[config.mk]
export PLATFORM = sky130hd
export DESIGN_NAME = frc_cmd
export DESIGN_NICKNAME = d
export VERILOG_FILES = /design/src/verilog/frc_pkg.sv /design/src/verilog/frc_cmd.sv
export SDC_FILE = /design/constraint.sdc
export NUM_CORES = 1
export LEC_CHECK = 0
export BUFFER_PORTS_ARGS = -buffer_cell sky130_fd_sc_hd__buf_2
export CAP_MARGIN = 20
export CORE_UTILIZATION = 40
export CTS_BUF_LIST = sky130_fd_sc_hd__clkbuf_4
export CTS_CLUSTER_DIAMETER = 200
export DETAILED_ROUTE_END_ITERATION = 10
export GPL_TIMING_DRIVEN = 0
export MAX_ROUTING_LAYER = met4
export PLACE_DENSITY = 0.63
export SETUP_SLACK_MARGIN = 0.2
export SYNTH_ARGS = -nofsm -noshare
export SYNTH_HDL_FRONTEND = slang
export SYNTH_SLANG_ARGS = --single-unit
[constraint.sdc]
create_clock -name CLOCK_I -period 4.8 [get_ports CLOCK_I]
set_input_delay 0.96 -clock CLOCK_I [delete_from_list [all_inputs] [get_ports CLOCK_I]]
set_output_delay 0.96 -clock CLOCK_I [all_outputs]
set_load 0.03 [all_outputs]
[src/verilog/frc_pkg.sv]
// shared constants and types for the resume, power-down and identification command block
package frc_pkg;
    localparam int CLK_PERIOD_NS = 40;
    // opcodes
    localparam logic [7:0] OP_SUSPEND = 8'h75;
    localparam logic [7:0] OP_RESUME = 8'h7A;
    localparam logic [7:0] OP_POWERDOWN = 8'hB9;
    localparam logic [7:0] OP_RELEASE_ID = 8'hAB;
    localparam logic [7:0] OP_MFR_DEV_ID = 8'h90;
    localparam logic [7:0] OP_MFR_DEV_DUAL = 8'h92;
    localparam logic [7:0] OP_MFR_DEV_QUAD = 8'h94;
    localparam logic [7:0] OP_UNIQUE_ID = 8'h4B;
    localparam logic [7:0] OP_STD_ID = 8'h9F;
    // frame geometry in serial clocks
    localparam logic [6:0] OPC_CLKS = 7'h08;
    localparam logic [6:0] PRE_RELEASE_ID = 7'h18; // three dummy bytes
    localparam logic [6:0] PRE_MFR_DEV = 7'h18; // 24 address bits, one lane
    localparam logic [6:0] PRE_MFR_DEV_DUAL = 7'h10; // 12 address + 4 mode clocks
    localparam logic [6:0] PRE_MFR_DEV_QUAD = 7'h0C; // 4 dummy + 6 address + 2 mode
    localparam logic [6:0] PRE_UNIQUE_ID = 7'h20; // four dummy bytes
    localparam logic [6:0] PRE_STD_ID = 7'h00;
    localparam logic [6:0] CNT_MAX = 7'h7F;
    localparam logic [6:0] LEN_DEV_ID = 7'h08;
    localparam logic [6:0] LEN_MFR_DEV = 7'h10;
    localparam logic [6:0] LEN_STD_ID = 7'h18;
    localparam logic [6:0] LEN_UNIQUE_ID = 7'h40;
    localparam logic [3:0] OE_N_SINGLE = 4'hD; // only the data-out lane driven
    localparam logic [3:0] OE_N_DUAL = 4'hC;
    localparam logic [3:0] OE_N_QUAD = 4'h0;
    localparam logic [3:0] OE_N_NONE = 4'hF;
    // times in ns; all are longest times, so they round down
    localparam int RESUME_BUSY_NS = 200;
    localparam int SUSPEND_TIME_NS = 20000;
    localparam int POWERDOWN_ENTRY_TIME_NS = 3000;
    localparam int WAKE_TIME_NS = 3000;
    localparam int WAKE_WITH_ID_TIME_NS = 3600; // must stay longer than the plain wake time
    localparam int TMR_W = 10;
    function automatic logic [TMR_W-1:0] max_cyc(input int ns);
        int c;
        c = ns / CLK_PERIOD_NS;
        if (c < 1)
        begin
            c = 1;
        end
        return c[TMR_W-1:0];
    endfunction
    localparam logic [TMR_W-1:0] SUSPEND_CYC = max_cyc(SUSPEND_TIME_NS);
    localparam logic [TMR_W-1:0] PD_ENTRY_CYC = max_cyc(POWERDOWN_ENTRY_TIME_NS);
    localparam logic [TMR_W-1:0] WAKE_CYC = max_cyc(WAKE_TIME_NS);
    localparam logic [TMR_W-1:0] WAKE_ID_CYC = max_cyc(WAKE_WITH_ID_TIME_NS);
    localparam logic [TMR_W-1:0] TMR_ZERO = '0;
    localparam logic [TMR_W-1:0] TMR_ONE = 1;

    typedef enum logic [2:0] {FR_IDLE, FR_OPC, FR_PRE, FR_DATA, FR_IGNORE} frc_frame_t;
    typedef enum logic [1:0] {PW_RUN, PW_ENTER, PW_DOWN, PW_WAKE} frc_power_t;

    // flags reported to the rest of the device
    typedef struct packed {
        logic busy;
        logic suspended;
        logic powerdown;
        logic resume_pulse;
        logic suspend_pulse;
    } frc_status_t;

    // pins of the serial port driven by the device
    typedef struct packed {
        logic [3:0] io;
        logic [3:0] io_oe_n;
    } frc_pins_t;

    typedef struct packed {
        frc_frame_t frame;
        frc_power_t power;
        logic [7:0] op;
        logic [6:0] cnt;
        logic [6:0] idx;
        logic sck_q;
        logic cs_n_q;
        logic sus_lost;
        logic [TMR_W-1:0] sus_tmr;
        logic [TMR_W-1:0] pwr_tmr;
        frc_pins_t pins;
        frc_status_t stat;
    } frc_state_t;
endpackage

[src/verilog/frc_cmd.sv]
// serial flash command interpreter for resume, power-down and identification reads
`timescale 1ns/100ps
// How it works
// - resume is accepted only with suspend flag set and busy clear.
// - accepted resume clears suspend at once, sets busy within 200ns, work continues.
// - resume with suspend clear or busy set is ignored.
// - resume is ignored when the suspend was broken by power loss.
// - power-down runs only if chip select rises right after the eighth bit.
// - power-down state is entered within the entry time after chip select rises.
// - in power-down only the release/ID opcode is recognised.
// - after reset the device is in normal operation.
// - plain release needs the wake time; nothing is accepted meanwhile.
// - release opcode plus three dummy bytes returns the device ID, repeated.
// - release combined with ID read waits the wake-with-ID time.
// - release/ID opcode is ignored while busy.
// - opcode 90 with 24-bit address returns manufacturer then device ID.
// - opcode 92 takes address on two lanes and returns IDs two bits per clock.
// - opcode 94 takes dummy clocks and address on four lanes, returns four bits.
// - opcode 4B after four dummy bytes returns the 64-bit unique number.
// - opcode 9F returns manufacturer, memory type and capacity bytes.
// - accepted suspend sets suspend flag at once, clears busy within suspend time.
module frc_cmd
    import frc_pkg::*;
#(
    parameter logic [7:0] MFR_ID = 8'hA5, // arbitrary value
    parameter logic [7:0] DEVICE_ID = 8'h3C, // arbitrary value
    parameter logic [7:0] MEMORY_TYPE_BYTE = 8'h51, // arbitrary value
    parameter logic [7:0] CAPACITY_BYTE = 8'h15, // arbitrary value
    parameter logic [63:0] UNIQUE_ID = 64'h0123456789ABCDEF // arbitrary value
)
(
    input wire logic CLOCK_I,
    input wire logic NRST_I,
    input wire logic CS_N_I,
    input wire logic SCK_I,
    input wire logic [3:0] IO_I,
    input wire logic OP_START_I,
    input wire logic OP_DONE_I,
    input wire logic POWER_FAIL_I,
    output frc_pkg::frc_pins_t PINS_O,
    output frc_pkg::frc_status_t STATUS_O
);
    import frc_pkg::*;

    frc_state_t s_reg;
    frc_state_t s_next;

    // the timers hold their counts in TMR_W bits; busy rises one clock after a resume
    if (SUSPEND_CYC == TMR_ZERO || PD_ENTRY_CYC == TMR_ZERO || WAKE_CYC == TMR_ZERO ||
        WAKE_ID_CYC == TMR_ZERO || CLK_PERIOD_NS > RESUME_BUSY_NS)
    begin : g_bad_timing
        $error("frc_cmd: timing count does not fit the timer");
    end

    // preamble clocks between opcode and first output bit
    function automatic logic [6:0] pre_clks(input logic [7:0] op);
        case (op)
            OP_RELEASE_ID: return PRE_RELEASE_ID;
            OP_MFR_DEV_ID: return PRE_MFR_DEV;
            OP_MFR_DEV_DUAL: return PRE_MFR_DEV_DUAL;
            OP_MFR_DEV_QUAD: return PRE_MFR_DEV_QUAD;
            OP_UNIQUE_ID: return PRE_UNIQUE_ID;
            default: return PRE_STD_ID;
        endcase
    endfunction

    // number of data lanes used for the answer
    function automatic int lanes(input logic [7:0] op);
        case (op)
            OP_MFR_DEV_DUAL: return 2;
            OP_MFR_DEV_QUAD: return 4;
            default: return 1;
        endcase
    endfunction

    // answer length in bits before it wraps round
    function automatic logic [6:0] pat_len(input logic [7:0] op);
        case (op)
            OP_RELEASE_ID: return LEN_DEV_ID;
            OP_STD_ID: return LEN_STD_ID;
            OP_UNIQUE_ID: return LEN_UNIQUE_ID;
            default: return LEN_MFR_DEV;
        endcase
    endfunction

    // next bits of the answer, msb first, packed into the low lanes
    function automatic logic [3:0] get_bits(input logic [7:0] op, input logic [6:0] idx);
        logic [63:0] pat;
        logic [3:0] r;
        int l;
        int pos;
        r = 4'h0;
        l = lanes(op);
        case (op)
            OP_RELEASE_ID: pat = {DEVICE_ID, 56'h0};
            OP_STD_ID: pat = {MFR_ID, MEMORY_TYPE_BYTE, CAPACITY_BYTE, 40'h0};
            OP_UNIQUE_ID: pat = UNIQUE_ID;
            default: pat = {MFR_ID, DEVICE_ID, 48'h0};
        endcase
        for (int k = 0; k < 4; k++)
        begin
            pos = 63 - int'(idx) - k;
            if (k < l && pos >= 0)
            begin
                r[l-1-k] = pat[pos];
            end
        end
        return r;
    endfunction

    // next-state logic for frame decode, flags and power state
    always_comb
    begin
        logic cs_fall;
        logic cs_rise;
        logic sck_rise;
        logic sck_fall;
        logic [7:0] nop;
        logic [3:0] b;
        logic [6:0] nidx;
        s_next = s_reg;
        s_next.sck_q = SCK_I;
        s_next.cs_n_q = CS_N_I;
        s_next.stat.resume_pulse = 1'b0;
        s_next.stat.suspend_pulse = 1'b0;
        cs_fall = s_reg.cs_n_q && !CS_N_I;
        cs_rise = !s_reg.cs_n_q && CS_N_I;
        sck_rise = !s_reg.sck_q && SCK_I && !CS_N_I;
        sck_fall = s_reg.sck_q && !SCK_I && !CS_N_I;
        nop = {s_reg.op[6:0], IO_I[0]};
        b = 4'h0;
        nidx = 7'h00;

        // suspend settle timer drops busy when it expires
        if (s_reg.sus_tmr != TMR_ZERO)
        begin
            s_next.sus_tmr = s_reg.sus_tmr - TMR_ONE;
            if (s_reg.sus_tmr == TMR_ONE)
            begin
                s_next.stat.busy = 1'b0;
            end
        end
        if (OP_DONE_I)
        begin
            s_next.stat.busy = 1'b0;
        end
        if (OP_START_I)
        begin
            s_next.stat.busy = 1'b1; // a start wins over a finish in the same cycle
        end
        if (POWER_FAIL_I && s_reg.stat.suspended)
        begin
            s_next.sus_lost = 1'b1;
        end

        // power state timers
        case (s_reg.power)
            PW_ENTER, PW_WAKE:
            begin
                s_next.pwr_tmr = s_reg.pwr_tmr - TMR_ONE;
                if (s_reg.pwr_tmr == TMR_ONE)
                begin
                    s_next.power = (s_reg.power == PW_ENTER) ? PW_DOWN : PW_RUN;
                    s_next.stat.powerdown = (s_reg.power == PW_ENTER);
                end
            end
            default: ;
        endcase

        // frame sequencing on the serial port
        case (s_reg.frame)
            FR_OPC:
            begin
                if (sck_rise)
                begin
                    s_next.op = nop;
                    s_next.cnt = (s_reg.cnt == CNT_MAX) ? CNT_MAX : s_reg.cnt + 7'h01;
                    if (s_reg.cnt == OPC_CLKS - 7'h01)
                    begin
                        if (s_reg.power == PW_DOWN && nop != OP_RELEASE_ID)
                        begin
                            s_next.frame = FR_IGNORE;
                        end
                        else if (nop == OP_RELEASE_ID && s_reg.stat.busy)
                        begin
                            s_next.frame = FR_IGNORE;
                        end
                        else
                        begin
                            case (nop)
                                OP_STD_ID:
                                begin
                                    s_next.frame = FR_DATA;
                                    s_next.idx = 7'h00;
                                end
                                OP_RELEASE_ID, OP_MFR_DEV_ID, OP_MFR_DEV_DUAL,
                                OP_MFR_DEV_QUAD, OP_UNIQUE_ID:
                                begin
                                    s_next.frame = FR_PRE;
                                end
                                OP_SUSPEND, OP_RESUME, OP_POWERDOWN: ;
                                default: s_next.frame = FR_IGNORE;
                            endcase
                        end
                    end
                end
            end
            FR_PRE:
            begin
                if (sck_rise)
                begin
                    s_next.cnt = s_reg.cnt + 7'h01;
                    if (s_reg.cnt + 7'h01 == OPC_CLKS + pre_clks(s_reg.op))
                    begin
                        s_next.frame = FR_DATA;
                        s_next.idx = 7'h00;
                    end
                end
            end
            FR_DATA:
            begin
                if (sck_rise)
                begin
                    s_next.cnt = (s_reg.cnt == CNT_MAX) ? CNT_MAX : s_reg.cnt + 7'h01;
                end
                if (sck_fall)
                begin
                    b = get_bits(s_reg.op, s_reg.idx);
                    nidx = s_reg.idx + 7'(lanes(s_reg.op));
                    s_next.idx = (nidx >= pat_len(s_reg.op)) ? 7'h00 : nidx;
                    case (lanes(s_reg.op))
                        2:
                        begin
                            s_next.pins.io = {2'b00, b[1:0]};
                            s_next.pins.io_oe_n = OE_N_DUAL;
                        end
                        4:
                        begin
                            s_next.pins.io = b;
                            s_next.pins.io_oe_n = OE_N_QUAD;
                        end
                        default:
                        begin
                            s_next.pins.io = {2'b00, b[0], 1'b0};
                            s_next.pins.io_oe_n = OE_N_SINGLE;
                        end
                    endcase
                end
            end
            default: ;
        endcase

        // chip select rising: execute eight-bit commands and end every read
        if (cs_rise)
        begin
            s_next.frame = FR_IDLE;
            s_next.pins.io = 4'h0;
            s_next.pins.io_oe_n = OE_N_NONE;
            if (s_reg.frame == FR_OPC && s_reg.cnt == OPC_CLKS)
            begin
                case (s_reg.op)
                    OP_POWERDOWN:
                    begin
                        s_next.power = PW_ENTER;
                        s_next.pwr_tmr = PD_ENTRY_CYC;
                    end
                    OP_SUSPEND:
                    begin
                        if (!s_reg.stat.suspended && s_reg.stat.busy)
                        begin
                            s_next.stat.suspended = 1'b1;
                            s_next.stat.suspend_pulse = 1'b1;
                            s_next.sus_tmr = SUSPEND_CYC;
                            s_next.sus_lost = 1'b0;
                        end
                    end
                    OP_RESUME:
                    begin
                        if (s_reg.stat.suspended && !s_reg.stat.busy && !s_reg.sus_lost)
                        begin
                            s_next.stat.suspended = 1'b0;
                            s_next.stat.busy = 1'b1;
                            s_next.stat.resume_pulse = 1'b1;
                        end
                    end
                    default: ;
                endcase
            end
            if (s_reg.power == PW_DOWN && s_reg.op == OP_RELEASE_ID &&
                (s_reg.frame == FR_OPC || s_reg.frame == FR_PRE || s_reg.frame == FR_DATA))
            begin
                s_next.power = PW_WAKE;
                s_next.pwr_tmr = (s_reg.cnt == OPC_CLKS) ? WAKE_CYC : WAKE_ID_CYC;
            end
        end
        else if (cs_fall)
        begin
            s_next.cnt = 7'h00;
            s_next.op = 8'h00;
            // no command is taken while entering or leaving power-down
            s_next.frame = (s_reg.power == PW_ENTER || s_reg.power == PW_WAKE) ?
                FR_IGNORE : FR_OPC;
        end
    end

    // state register; reset puts the device in normal operation
    always_ff @(posedge CLOCK_I or negedge NRST_I)
    begin
        if (!NRST_I)
        begin
            s_reg <= '{frame: FR_IDLE, power: PW_RUN, op: 8'h00, cnt: 7'h00, idx: 7'h00,
                sck_q: 1'b0, cs_n_q: 1'b1, sus_lost: 1'b0, sus_tmr: TMR_ZERO,
                pwr_tmr: TMR_ZERO, pins: '{io: 4'h0, io_oe_n: OE_N_NONE},
                stat: '{busy: 1'b0, suspended: 1'b0, powerdown: 1'b0,
                resume_pulse: 1'b0, suspend_pulse: 1'b0}};
        end
        else
        begin
            s_reg <= s_next;
        end
    end

    assign PINS_O = s_reg.pins;
    assign STATUS_O = s_reg.stat;
endmodule

# After elaboration in Yosys (flattened, before gate mapping)
# Cells that the tools add are included.
# word_totals
register_bits	63
latchBits	0
mem_bits_rw	0
romBits	0
out_inout_bits	13
wordCells	254
mem_count	0
# op_classes
add_sub_neg	13
n_mul	0
div_mod_pow	0
order_cmp	21
n_eq_ne	48
shift	0
mux	106
n_bitwise	1
reduce_logical	48
# ops
op	count
>= comparator 32 x 1 -> 1 bit, second input constant	6
case mux 64 bit (3 select lines)	1
less-than comparator 32 x 4 -> 1 bit, second input constant	4
2-to-1 mux 64 bit	2
== test 8 bit, second input constant	12
2-to-1 mux 7 bit	13
less-than comparator 3 x 32 -> 1 bit, first input constant	2
less-than comparator 32 x 8 -> 1 bit, second input constant	2
2-to-1 mux 32 bit	2
subtractor 32 x 2 -> 32 bit, second input constant	2
subtractor 32 x 3 -> 32 bit, second input constant	2
== test 8 x 7 -> 1 bit, second input constant	6
case mux 14 bit (3 select lines)	1
2-to-1 mux 10 bit	4
2-to-1 mux 4 bit	10
== test 32 x 2 -> 1 bit, second input constant	1
== test 32 x 3 -> 1 bit, second input constant	1
less-than comparator 1 x 32 -> 1 bit, first input constant	1
less-than comparator 2 x 32 -> 1 bit, first input constant	1
2-to-1 mux 31 bit	1
2-to-1 mux 15 bit	2
2-to-1 mux 3 bit	9
binary-select mux 1 bit (select 6 bit)	4
2-to-1 mux 8 bit	3
other kinds (56)	145

# Longest topological paths before layout
# Gate-level depths: netlist of run 1.
# depth
ltp_word	28
ltp_mapped	21

# Worst setup path after synthesis of run 1
# Ideal clock, no wire load.
# synth_path
path_type	register -> register
from	register s_reg[53] (netlist bit)
to	register s_reg[39] (netlist bit)
setup_ns	0.095
arrival_ns	4.010
required_time_ns	4.705
path_slack_ns	0.695
stages_incl_launch_ff	20
n_path_buf	1
synth_period_minus_slack_ns	4.105
path_cell_list	dfrtp_1 buf_4 or3b_4 nor3_4 inv_2 ha_1 or2_2 inv_1 ha_1 a21o_1 a21oi_1 xor2_1 ha_1 nand2_1 o31ai_1 a21oi_1 nand2_1 a211o_1 or2_1 o31ai_1
# synth_between
elab_chain_cells	9
# synth_lines
item	line	text
start: declaration	frc_cmd.sv:45	frc_state_t s_reg;
start signal: assignment	frc_cmd.sv:311	s_reg <= '{frame: FR_IDLE, power: PW_RUN, op: 8'h00, cnt: 7'h00, idx: 7'h00,
start signal: assignment	frc_cmd.sv:319	s_reg <= s_next;
== test 8 bit (on tied branches)	frc_cmd.sv:57, frc_cmd.sv:69, frc_cmd.sv:78	
case mux 3 bit (2 select lines) or OR reduction 2 bit (tied branches)	n/a	
2-to-1 mux 32 bit or case mux 6 bit (4 select lines) (tied branches)	n/a	
2-to-1 mux 32 bit or 2-to-1 mux 7 bit (tied branches)	n/a	
adder 7 bit or 2-to-1 mux 7 bit (tied branches)	frc_cmd.sv:229, frc_cmd.sv:171	
>= comparator 7 bit or adder 4 x 7 -> 7 bit (tied branches)	frc_cmd.sv:230, frc_cmd.sv:213	
2-to-1 mux 7 bit or == test 7 bit (tied branches)	frc_cmd.sv:230, frc_cmd.sv:213	
2-to-1 mux 7 bit or inequality test 2 bit (tied branches)	n/a	
case mux 14 bit (3 select lines) or AND reduction 9 bit (tied branches)	n/a	
# Several ways; a longest one is shown, not always the timed one. The select of a mux whose other input is x is not followed.
# A chain may end at the register's enable or synchronous reset.

# Worst setup path in the final report of run 1
# layout_path
from	register s_reg[53] (netlist bit)
to	register s_reg[40] (netlist bit)
# The elaborated chain is that of the path after synthesis.

==> flow_summary.ini, run 1 <==
[worst_setup_path]
reg2reg_from = s_reg[53]$_DFF_PN0_
cp-start-kind = flip-flop
critPathLaunch = s_reg[53]$_DFF_PN0_
worstPathRequired_ns = 5.15
r2r_cells = 19
arrival_ns = 4.71
cp_max_fo = 9
cpPeakStageDelay_ns = 0.42
crit_path_end = s_reg[40]$_DFFE_PN0P_
worst_path_max_delay_cell = or3b_4
r2r_slack_ns = 0.44
cp_cell_sequence = buf_4 -> or3b_4 -> nor3_4 -> inv_2 -> ha_2 -> or2_2 -> inv_1 -> ha_1 -> a21o_1 -> a21oi_4 -> xor2_1 -> ha_1 -> nand2_1 -> o31ai_1 -> a21oi_1 -> nand2_1 -> a211o_2 -> or2_1 -> o31ai_2
worst-path-buf-inv = 3
crit_family = simple AND/OR/NAND/NOR gates
worstReg2RegEnd = s_reg[40]$_DFFE_PN0P_
cp-end-kind = flip-flop
path_depth = 19
critical_path_class = reg2reg

[power_and_ir_drop]
power_switching_mw = 0.260
leakagePower_nw = 2.42
pwr-share-seq_pct = 56.1
clkPwrFrac_pct = 36.0
p_total_mw = 0.969
p_sw_share_pct = 26.8
cellPowerDensity_mw_per_mm2 = 166
p_int_mw = 0.709
combPwrFrac_pct = 7.9
ir_worst_vdd_uv = 182

[flow_run]
max_cap_violations = 0

[clock_tree]
clk-insertion-delay-late_ns = 0.43
cts_max_level = 3
clock_path_buffers = 2
cts_buffers = 9
root_buffer = clkbuf_4
cts.sinks = 62
clk_pin_slew_ns = 0.11
cts_tree = built

[die]
die-height_um = 118
dieArea_mm2 = 0.0139
ios = 24
floorplan.initialDensity_pct = 41.7
placementRows = 41
dieWidth_um = 118
core-area_mm2 = 0.0129

[synthesis]
ys_warn_count = 0
synth_nets = 706
yosys_register_bits = 62
syn_area_mm2 = 0.00537
ys_seq_area_share_pct = 29.0
synthArstFlopShare_pct = 100
synth.largest_area_cell = dfrtp_1
synth_ff_type = dfrtp_1
synth-edff-count = 0
yosysMostFrequentCell = nand2_1
yosys.area.top_type_share_pct = 27.0
synth.distinct_cells = 83
avgSynthCellArea_um2 = 8.07
synth_commonest_cells = nand2_1, nor2_1, dfrtp_1, nand3_1, a21oi_1
synthTopCellsByArea = dfrtp_1, ha_1, nand2_1
synthCells = 665

[routing]
drcViolationCount = 0
wl_per_cell_um = 16.3
dr_total_vias = 5099
antenna_left = 0
first_pass_iters = 4
wirelength_mm = 14.3
viasPerCell = 5.83
first_iter_violations = 498

[timing]
setup_tns_ns = 0
slew_violations = 0
hold_ws_ns = 0.492
rsz0062_at_grt = false
tightest_slew_ns = 0.808
finalSetupViolCount = 0
skew_ns = 0.0167
finalHoldViolCount = 0
period_share_pct = 90.9
setup_ws_ns = 0.436
slew_headroom_pct = 46.1
period_minus_slack_ns = 4.36
max_clock_freq_mhz = 229

[placed_design]
dpl_worst_slack_ns = 0.00190
dp.cells = 857
gp_congestion = 0.946
io_buffer_count = 20
dp.final_hpwl_mm = 10.3

[grt]
grtUsageTotal_pct = 22.2
grt_pass1_vias = 4879
grt_max_degree = 63
overflow = 0
grt_pass1_wl_mm = 24.4
antenna_found_initial = 0

[final_layout]
n_antenna_cell = 0
layout.nets = 739
fillers = 1306
largest_reg_flops = 50
area_delta_synth_final_pct = 9.00
final_cells = 874
drive_gt1_share_pct = 14.5

[worst_hold_path]
hold_path_class = reg2reg

[outcome]
outcome = finished clean
metal layers:
| metal | GRT usage, % | vias up | wire length, µm |
|---|---|---|---|
| met4 | 7.21 | 0 | 314 |
| li1 | - | 2477 | - |
| met1 | 28.3 | 2442 | 6480 |
| met3 | 4.07 | 24 | 788 |
| met5 | - | - | 0 |
| met2 | 35.4 | 156 | 6700 |
logic make-up (layout without fill, tap and decap cells):
group / Yosys count / in the layout / synth area share, %
multiplexers: 8 / 8 / 1.56
AND/OR/NAND/NOR: 280 / 280 / 26.7
XOR/XNOR: 40 / 40 / 6.81
flip-flops: 62 / 62 / 29.0
buffers and inverters: 76 / 113 / 6.78
AO/OA/AOI/OAI: 168 / 168 / 21.9
adder cells (fa/ha/maj): 31 / 31 / 7.32
power by group through the flow:
stage | logic, mW | clock network (mW) | registers (mW)
final | 0.0766 | 0.349 | 0.543
after detailed placement | 0.0777 | 0 | 0.553
after global routing | 0.0872 | 0.383 | 0.545
after global placement | 0.0764 | 0 | 0.553
after floorplan | 0.0490 | 0 | 0.551
after CTS | 0.0779 | 0.366 | 0.543
timing repair:
item	4_1_cts	5_1_grt
hold buffers	0	0
endpoints found under the hold margin	0	0
gates resized for setup	1	6
setup endpoints to repair	2	3
pin swaps	2	0
setup buffers	2	0
metrics by stage:
stage | utilization [%] | instance area, µm²
2_1_floorplan | - | 5370
3_3_place_gp | 44.1 | 5680
3_5_place_dp | 44.2 | 5690
4_1_cts | 45.2 | 5830
5_1_grt | 45.4 | 5850
6_report | 45.4 | 5850
how the worst min path moves through the flow:
stage	from	endpoint	slack, ns	cells after the start
floorplan	s_reg[33]$_DFF_PN0_	STATUS_O[1]$_DFF_PN0_	0.43	1
global placement	PINS_O[0]$_DFFE_PN1P_	PINS_O[0]$_DFFE_PN1P_	0.47	2
detailed placement	STATUS_O[2]$_DFFE_PN0P_	STATUS_O[2]$_DFFE_PN0P_	0.48	2
CTS	PINS_O[0]$_DFFE_PN1P_	PINS_O[0]$_DFFE_PN1P_	0.50	2
global route	s_reg[33]$_DFF_PN0_	STATUS_O[1]$_DFF_PN0_	0.52	1
finish	PINS_O[0]$_DFFE_PN1P_	PINS_O[0]$_DFFE_PN1P_	0.49	2
cell usage in the layout, fill, tap and decap left out, drive strengths merged, types with 9 or more instances in the layout:
| cell type | instances |
|---|---|
| nor3 | 17 |
| nand2 | 85 |
| o21ai | 32 |
| a21oi | 30 |
| buf | 53 |
| xor2 | 18 |
| o31ai | 12 |
| xnor2 | 22 |
| or2 | 9 |
| a211oi | 16 |
| dfrtp | 58 |
| inv | 26 |
| a31oi | 15 |
| nand3 | 32 |
| clkbuf | 27 |
| ha | 29 |
| nor2b | 12 |
| nor2 | 63 |
| nor4 | 9 |
worst register-to-register path: stages (launching register included):
cell,delay [ns]
dfrtp_1,0.38
buf_4,0.17
or3b_4,0.42
nor3_4,0.23
inv_2,0.13
ha_2,0.26
or2_2,0.33
inv_1,0.07
ha_1,0.22
a21o_1,0.21
a21oi_4,0.21
xor2_1,0.17
ha_1,0.25
nand2_1,0.06
o31ai_1,0.06
a21oi_1,0.17
nand2_1,0.08
a211o_2,0.41
or2_1,0.25
o31ai_2,0.21
cell type report:
cell class                 instances  area [µm²]  share of cell area [%]
clock inverter                     6        53.8                   0.920
clock buffer                       9        67.6                    1.15
tap                              172         215                    3.68
timing repair buffer              22         118                    2.01
sequential                        62        1560                    26.6
multi-input combinational        527        3480                    59.4
buffer                            49         262                    4.47
inverter                          27         103                    1.75
Note: power is estimated with default switching activity, not from simulation.
==> run 2: changes to the inputs <==
Settings changed: CORE_UTILIZATION 40 to 65, PLACE_DENSITY 0.63 to 0.91.
==> run 2 against run 1 <==
  * Global-route usage up 13 points
  * Critical path depth up 1
  * Worst hold slack better by 0.0079 ns
  * Sequential cell count unchanged
  * Cell area down 0.51%
  * Critical endpoint unchanged
  * Largest cell class unchanged
  * Largest power group unchanged
  * Highest routed layer unchanged
==> flow_summary.ini, run 2 (synthesized netlist as in run 1, its figures left out) <==
[outcome]
outcome = finished clean

[worst_setup_path]
worstReg2RegEnd = s_reg[40]$_DFFE_PN0P_
r2r_slack_ns = 0.48
worstPathRequired_ns = 5.13
reg2reg_from = s_reg[56]$_DFF_PN0_
arrival_ns = 4.65
r2r_cells = 20
cp-start-kind = flip-flop
cp_max_fo = 10
cp-end-kind = flip-flop
critical_path_class = reg2reg

[timing]
slew_violations = 0
skew_ns = 0.0164
period_share_pct = 90.0
slew_headroom_pct = 54.4
max_clock_freq_mhz = 231
setup_tns_ns = 0
finalHoldViolCount = 0
tightest_slew_ns = 0.680
finalSetupViolCount = 0
period_minus_slack_ns = 4.32
rsz0062_at_grt = false

[die]
dieArea_mm2 = 0.00863
core-area_mm2 = 0.00785
placementRows = 32
ios = 24
dieWidth_um = 92.9
floorplan.initialDensity_pct = 68.4
die-height_um = 92.9

[placed_design]
gp_congestion = 0.978
io_buffer_count = 20
dp.final_hpwl_mm = 10.2

[grt]
grt_pass1_wl_mm = 23.2
grt_pass1_vias = 4897
antenna_found_initial = 0
grtUsageTotal_pct = 34.8
grt_max_degree = 40
overflow = 0

[clock_tree]
cts_tree = built
cts_max_level = 3
cts_buffers = 9
clk-insertion-delay-late_ns = 0.42
holdBufCountCts = 0
clock_path_buffers = 2
root_buffer = clkbuf_4
clk_pin_slew_ns = 0.12
cts.sinks = 62

[routing]
viasPerCell = 6.52
antenna_left = 0
wl_per_cell_um = 17.3
wirelength_mm = 14.0
first_iter_violations = 399
drcViolationCount = 0
dr_total_vias = 5259
first_pass_iters = 5

[power_and_ir_drop]
ir_worst_vdd_uv = 285
leakagePower_nw = 2.45
cellPowerDensity_mw_per_mm2 = 180
p_total_mw = 1.05

[flow_run]
max_cap_violations = 0

[worst_hold_path]
hold_path_end = PINS_O[7]$_DFFE_PN0P_
min_delay_path_depth = 2
hp-start = PINS_O[7]$_DFFE_PN0P_
hold_path_class = reg2reg

[final_layout]
layout.nets = 740
drive_gt1_share_pct = 14.8
largest_reg_flops = 50
n_antenna_cell = 0
layout_common_cells = nand2_1, nor2_1, dfrtp_1
layout_commonest_cell = nand2_1
area_delta_synth_final_pct = 8.44
## run 2: worst max path at each step
stage,slack [ns],start,end,cells past startpoint
after floorplan,0.69,s_reg[53]$_DFF_PN0_,s_reg[39]$_DFFE_PN0P_,19
after global placement,0.18,s_reg[53]$_DFF_PN0_,s_reg[40]$_DFFE_PN0P_,19
after detailed placement,0.12,s_reg[53]$_DFF_PN0_,s_reg[40]$_DFFE_PN0P_,19
after CTS,0.26,s_reg[56]$_DFF_PN0_,s_reg[40]$_DFFE_PN0P_,20
after global routing,0.19,s_reg[52]$_DFF_PN0_,s_reg[40]$_DFFE_PN0P_,15
final,0.48,s_reg[56]$_DFF_PN0_,s_reg[40]$_DFFE_PN0P_,20
## run 2: cell type report
| class | count | area (µm²) |
|---|---|---|
| buffer | 49 | 262 |
| clock buffer | 9 | 67.6 |
| clock inverter | 7 | 97.6 |
| fill | 577 | 2030 |
| inverter | 27 | 105 |
| multi-input combinational | 527 | 3470 |
| sequential | 62 | 1560 |
| tap | 102 | 128 |
| timing repair buffer | 23 | 135 |
## run 2: critical path: stages, from the launching register on
cell       delay [ns]
dfrtp_1          0.39
buf_6            0.14
nand4bb_1        0.18
buf_2            0.19
nor4_1           0.23
nand2_1          0.16
ha_2             0.25
or2_2            0.34
inv_1            0.07
ha_1             0.22
a21o_1           0.21
a21oi_4          0.21
xor2_1           0.18
ha_1             0.25
nand2_1          0.07
o31ai_1          0.07
a21oi_1          0.15
nand2_1          0.09
a211o_4          0.39
or2_1            0.23
o31ai_1          0.23
## run 2: timing repair
item | in CTS | in global routing
resized for setup | 1 | 4
cloned | 0 | 0
pin swaps | 1 | 2
buffers inserted | 1 | 1
endpoints found under the hold margin | 0 | 0
setup endpoints to repair | 2 | 5
## run 2: where the power goes
group | internal (mW) | total, mW | switching (mW) | leakage [nW]
clock network | 0.213 | 0.426 | 0.214 | 0.0825
registers | 0.533 | 0.545 | 0.0113 | 0.767
logic | 0.0271 | 0.0779 | 0.0508 | 1.60
total | 0.773 | 1.05 | 0.276 | 2.45
## run 2: routing by layer
metal  vias up  part of all wire (%)  track usage, %
met5         -                     0               -
met4         0                   2.5            12.7
met3        42                   7.9            5.17
met1      2472                    42            44.8
li1       2479                     -               -
met2       266                    47            55.8
## run 2: stage by stage
| stage | worst slack (ns) | area [µm²] | hold WS, ns | utilization [%] | instances |
|---|---|---|---|---|---|
| finish | 0.480 | 5820 | 0.500 | 74.2 | 806 |
| global route | 0.189 | 5820 | 0.530 | 74.2 | 806 |
| CTS | 0.256 | 5790 | 0.501 | 73.8 | 805 |
| detailed placement | 0.122 | 5620 | 0.473 | 71.6 | 788 |
| global placement | 0.182 | 5600 | 0.470 | 71.3 | 787 |
| floorplan | 0.695 | 5370 | 0.432 | - | 665 |
==> run 3: changes to the inputs <==
Settings changed: CORE_UTILIZATION 65 to 50, PLACE_DENSITY 0.91 to 0.74.
==> run 3 against run 2 <==
  * Sequential cell count unchanged
  * Worst hold slack worse by 0.0084 ns
  * Clock power down 2%
  * Critical path type unchanged
  * Largest power group unchanged
==> flow_summary.ini, run 3 (synthesized netlist as in run 1, its figures left out) <==
[outcome]
outcome = finished clean

[clock_tree]
cts_max_level = 3
clk-insertion-delay-late_ns = 0.41
cts.sinks = 62
root_buffer = clkbuf_4
cts_tree = built
holdBufCountCts = 0
clock_path_buffers = 2
cts_buffers = 9
clk_pin_slew_ns = 0.13

[timing]
finalSetupViolCount = 0
period_share_pct = 90.8
skew_ns = 0.0230
max_clock_freq_mhz = 229
slew_headroom_pct = 44.0
slew_violations = 0
period_minus_slack_ns = 4.36
rsz0062_at_grt = false
tightest_slew_ns = 0.841
setup_tns_ns = 0
finalHoldViolCount = 0

[grt]
grt_max_degree = 63
antenna_found_initial = 0
grtUsageTotal_pct = 27.0
grt_pass1_vias = 4860
overflow = 0
grt_pass1_wl_mm = 23.5

[die]
dieWidth_um = 106
placementRows = 37
core-area_mm2 = 0.0104
ios = 24
die-height_um = 106
dieArea_mm2 = 0.0112
floorplan.initialDensity_pct = 51.8

[worst_setup_path]
r2r_slack_ns = 0.44
cp_max_fo = 9
cpPeakStageDelay_ns = 0.42
cp_cell_sequence = buf_4 -> or3b_4 -> nor3_4 -> inv_2 -> ha_2 -> or2_2 -> inv_1 -> ha_1 -> a21o_1 -> a21oi_2 -> xor2_1 -> ha_1 -> nand2_1 -> o31ai_1 -> a21oi_1 -> nand2_1 -> a211o_1 -> or2_1 -> o31ai_2
critical_path_class = reg2reg
cp-start-kind = flip-flop
worst_path_max_delay_cell = or3b_4
worstPathRequired_ns = 5.13
worst-path-buf-inv = 3
cp-end-kind = flip-flop
crit_family = simple AND/OR/NAND/NOR gates
arrival_ns = 4.69

[power_and_ir_drop]
leakagePower_nw = 2.44
ir_worst_vdd_uv = 144
cellPowerDensity_mw_per_mm2 = 178

[routing]
wirelength_mm = 14.2
wl_per_cell_um = 16.9
first_pass_iters = 6
drcViolationCount = 0
first_iter_violations = 400
antenna_left = 0
viasPerCell = 6.16
dr_total_vias = 5166

[final_layout]
drive_gt1_share_pct = 14.5
largest_reg_flops = 50
final_util_pct = 56.2
layout_common_cells = nand2_1, nor2_1, dfrtp_1
n_antenna_cell = 0
layout_commonest_cell = nand2_1
area_delta_synth_final_pct = 8.60
layout.nets = 739

[placed_design]
gp_congestion = 0.951
dp.final_hpwl_mm = 10.0
io_buffer_count = 20

[worst_hold_path]
hold_path_class = reg2reg

[flow_run]
max_cap_violations = 0
run 3: power breakdown:
part / internal [mW] / switching (mW)
registers: 0.533 / 0.0102
logic: 0.0257 / 0.0516
clock network: 0.208 / 0.211
run 3: worst paths after layout:
path,endpoint,from,depth (start not counted)
max in group asynchronous,s_reg[23]$_DFF_PN0_,NRST_I,1
max reg2reg,s_reg[40]$_DFFE_PN0P_,s_reg[53]$_DFF_PN0_,19
min,PINS_O[0]$_DFFE_PN1P_,PINS_O[0]$_DFFE_PN1P_,2
min reg2reg,PINS_O[0]$_DFFE_PN1P_,PINS_O[0]$_DFFE_PN1P_,2
max,s_reg[40]$_DFFE_PN0P_,s_reg[53]$_DFF_PN0_,19
min in group asynchronous,s_reg[41]$_DFFE_PN0P_,NRST_I,1
run 3: metrics by stage:
step | cells | instance area [µm²] | total power, mW | setup WS (ns) | hold slack [ns]
6_report | 839 | 5830 | 1.04 | 0.443 | 0.491
5_1_grt | 839 | 5830 | 1.08 | 0.216 | 0.529
3_3_place_gp | 821 | 5640 | 0.628 | 0.158 | 0.467
2_1_floorplan | 665 | 5370 | 0.600 | 0.695 | 0.432
4_1_cts | 838 | 5810 | 1.05 | 0.275 | 0.500
3_5_place_dp | 821 | 5640 | 0.630 | 0.111 | 0.474
run 3: timing repair:
action | in CTS | in global routing
endpoints found under the hold margin | 0 | 0
buffers inserted | 1 | 1
setup endpoints to repair | 2 | 6
gates resized for setup | 1 | 3
pin swaps | 1 | 1
run 3: worst min-delay path, cell delays in order, from the launching register on:
cell     delay (ns)
dfstp_2        0.38
nand2_1        0.04
o21ai_0        0.07
run 3: per-layer routing:
layer  global-route usage (%)  routed length, µm  vias to the layer above
met1                     34.6               6210                     2468
met5                        -                  0                        -
met3                     4.27                815                       27
li1                         -                  -                     2471
met4                     10.1                261                        0
met2                     43.2               6880                      200
run 3: cell type report:
| cell class | count | area [µm²] |
|---|---|---|
| sequential | 62 | 1560 |
| multi-input combinational | 527 | 3460 |
| buffer | 49 | 262 |
| timing repair buffer | 22 | 118 |
| inverter | 27 | 103 |
| fill | 955 | 4540 |
| clock inverter | 7 | 88.8 |
| clock buffer | 9 | 67.6 |
| tap | 136 | 170 |
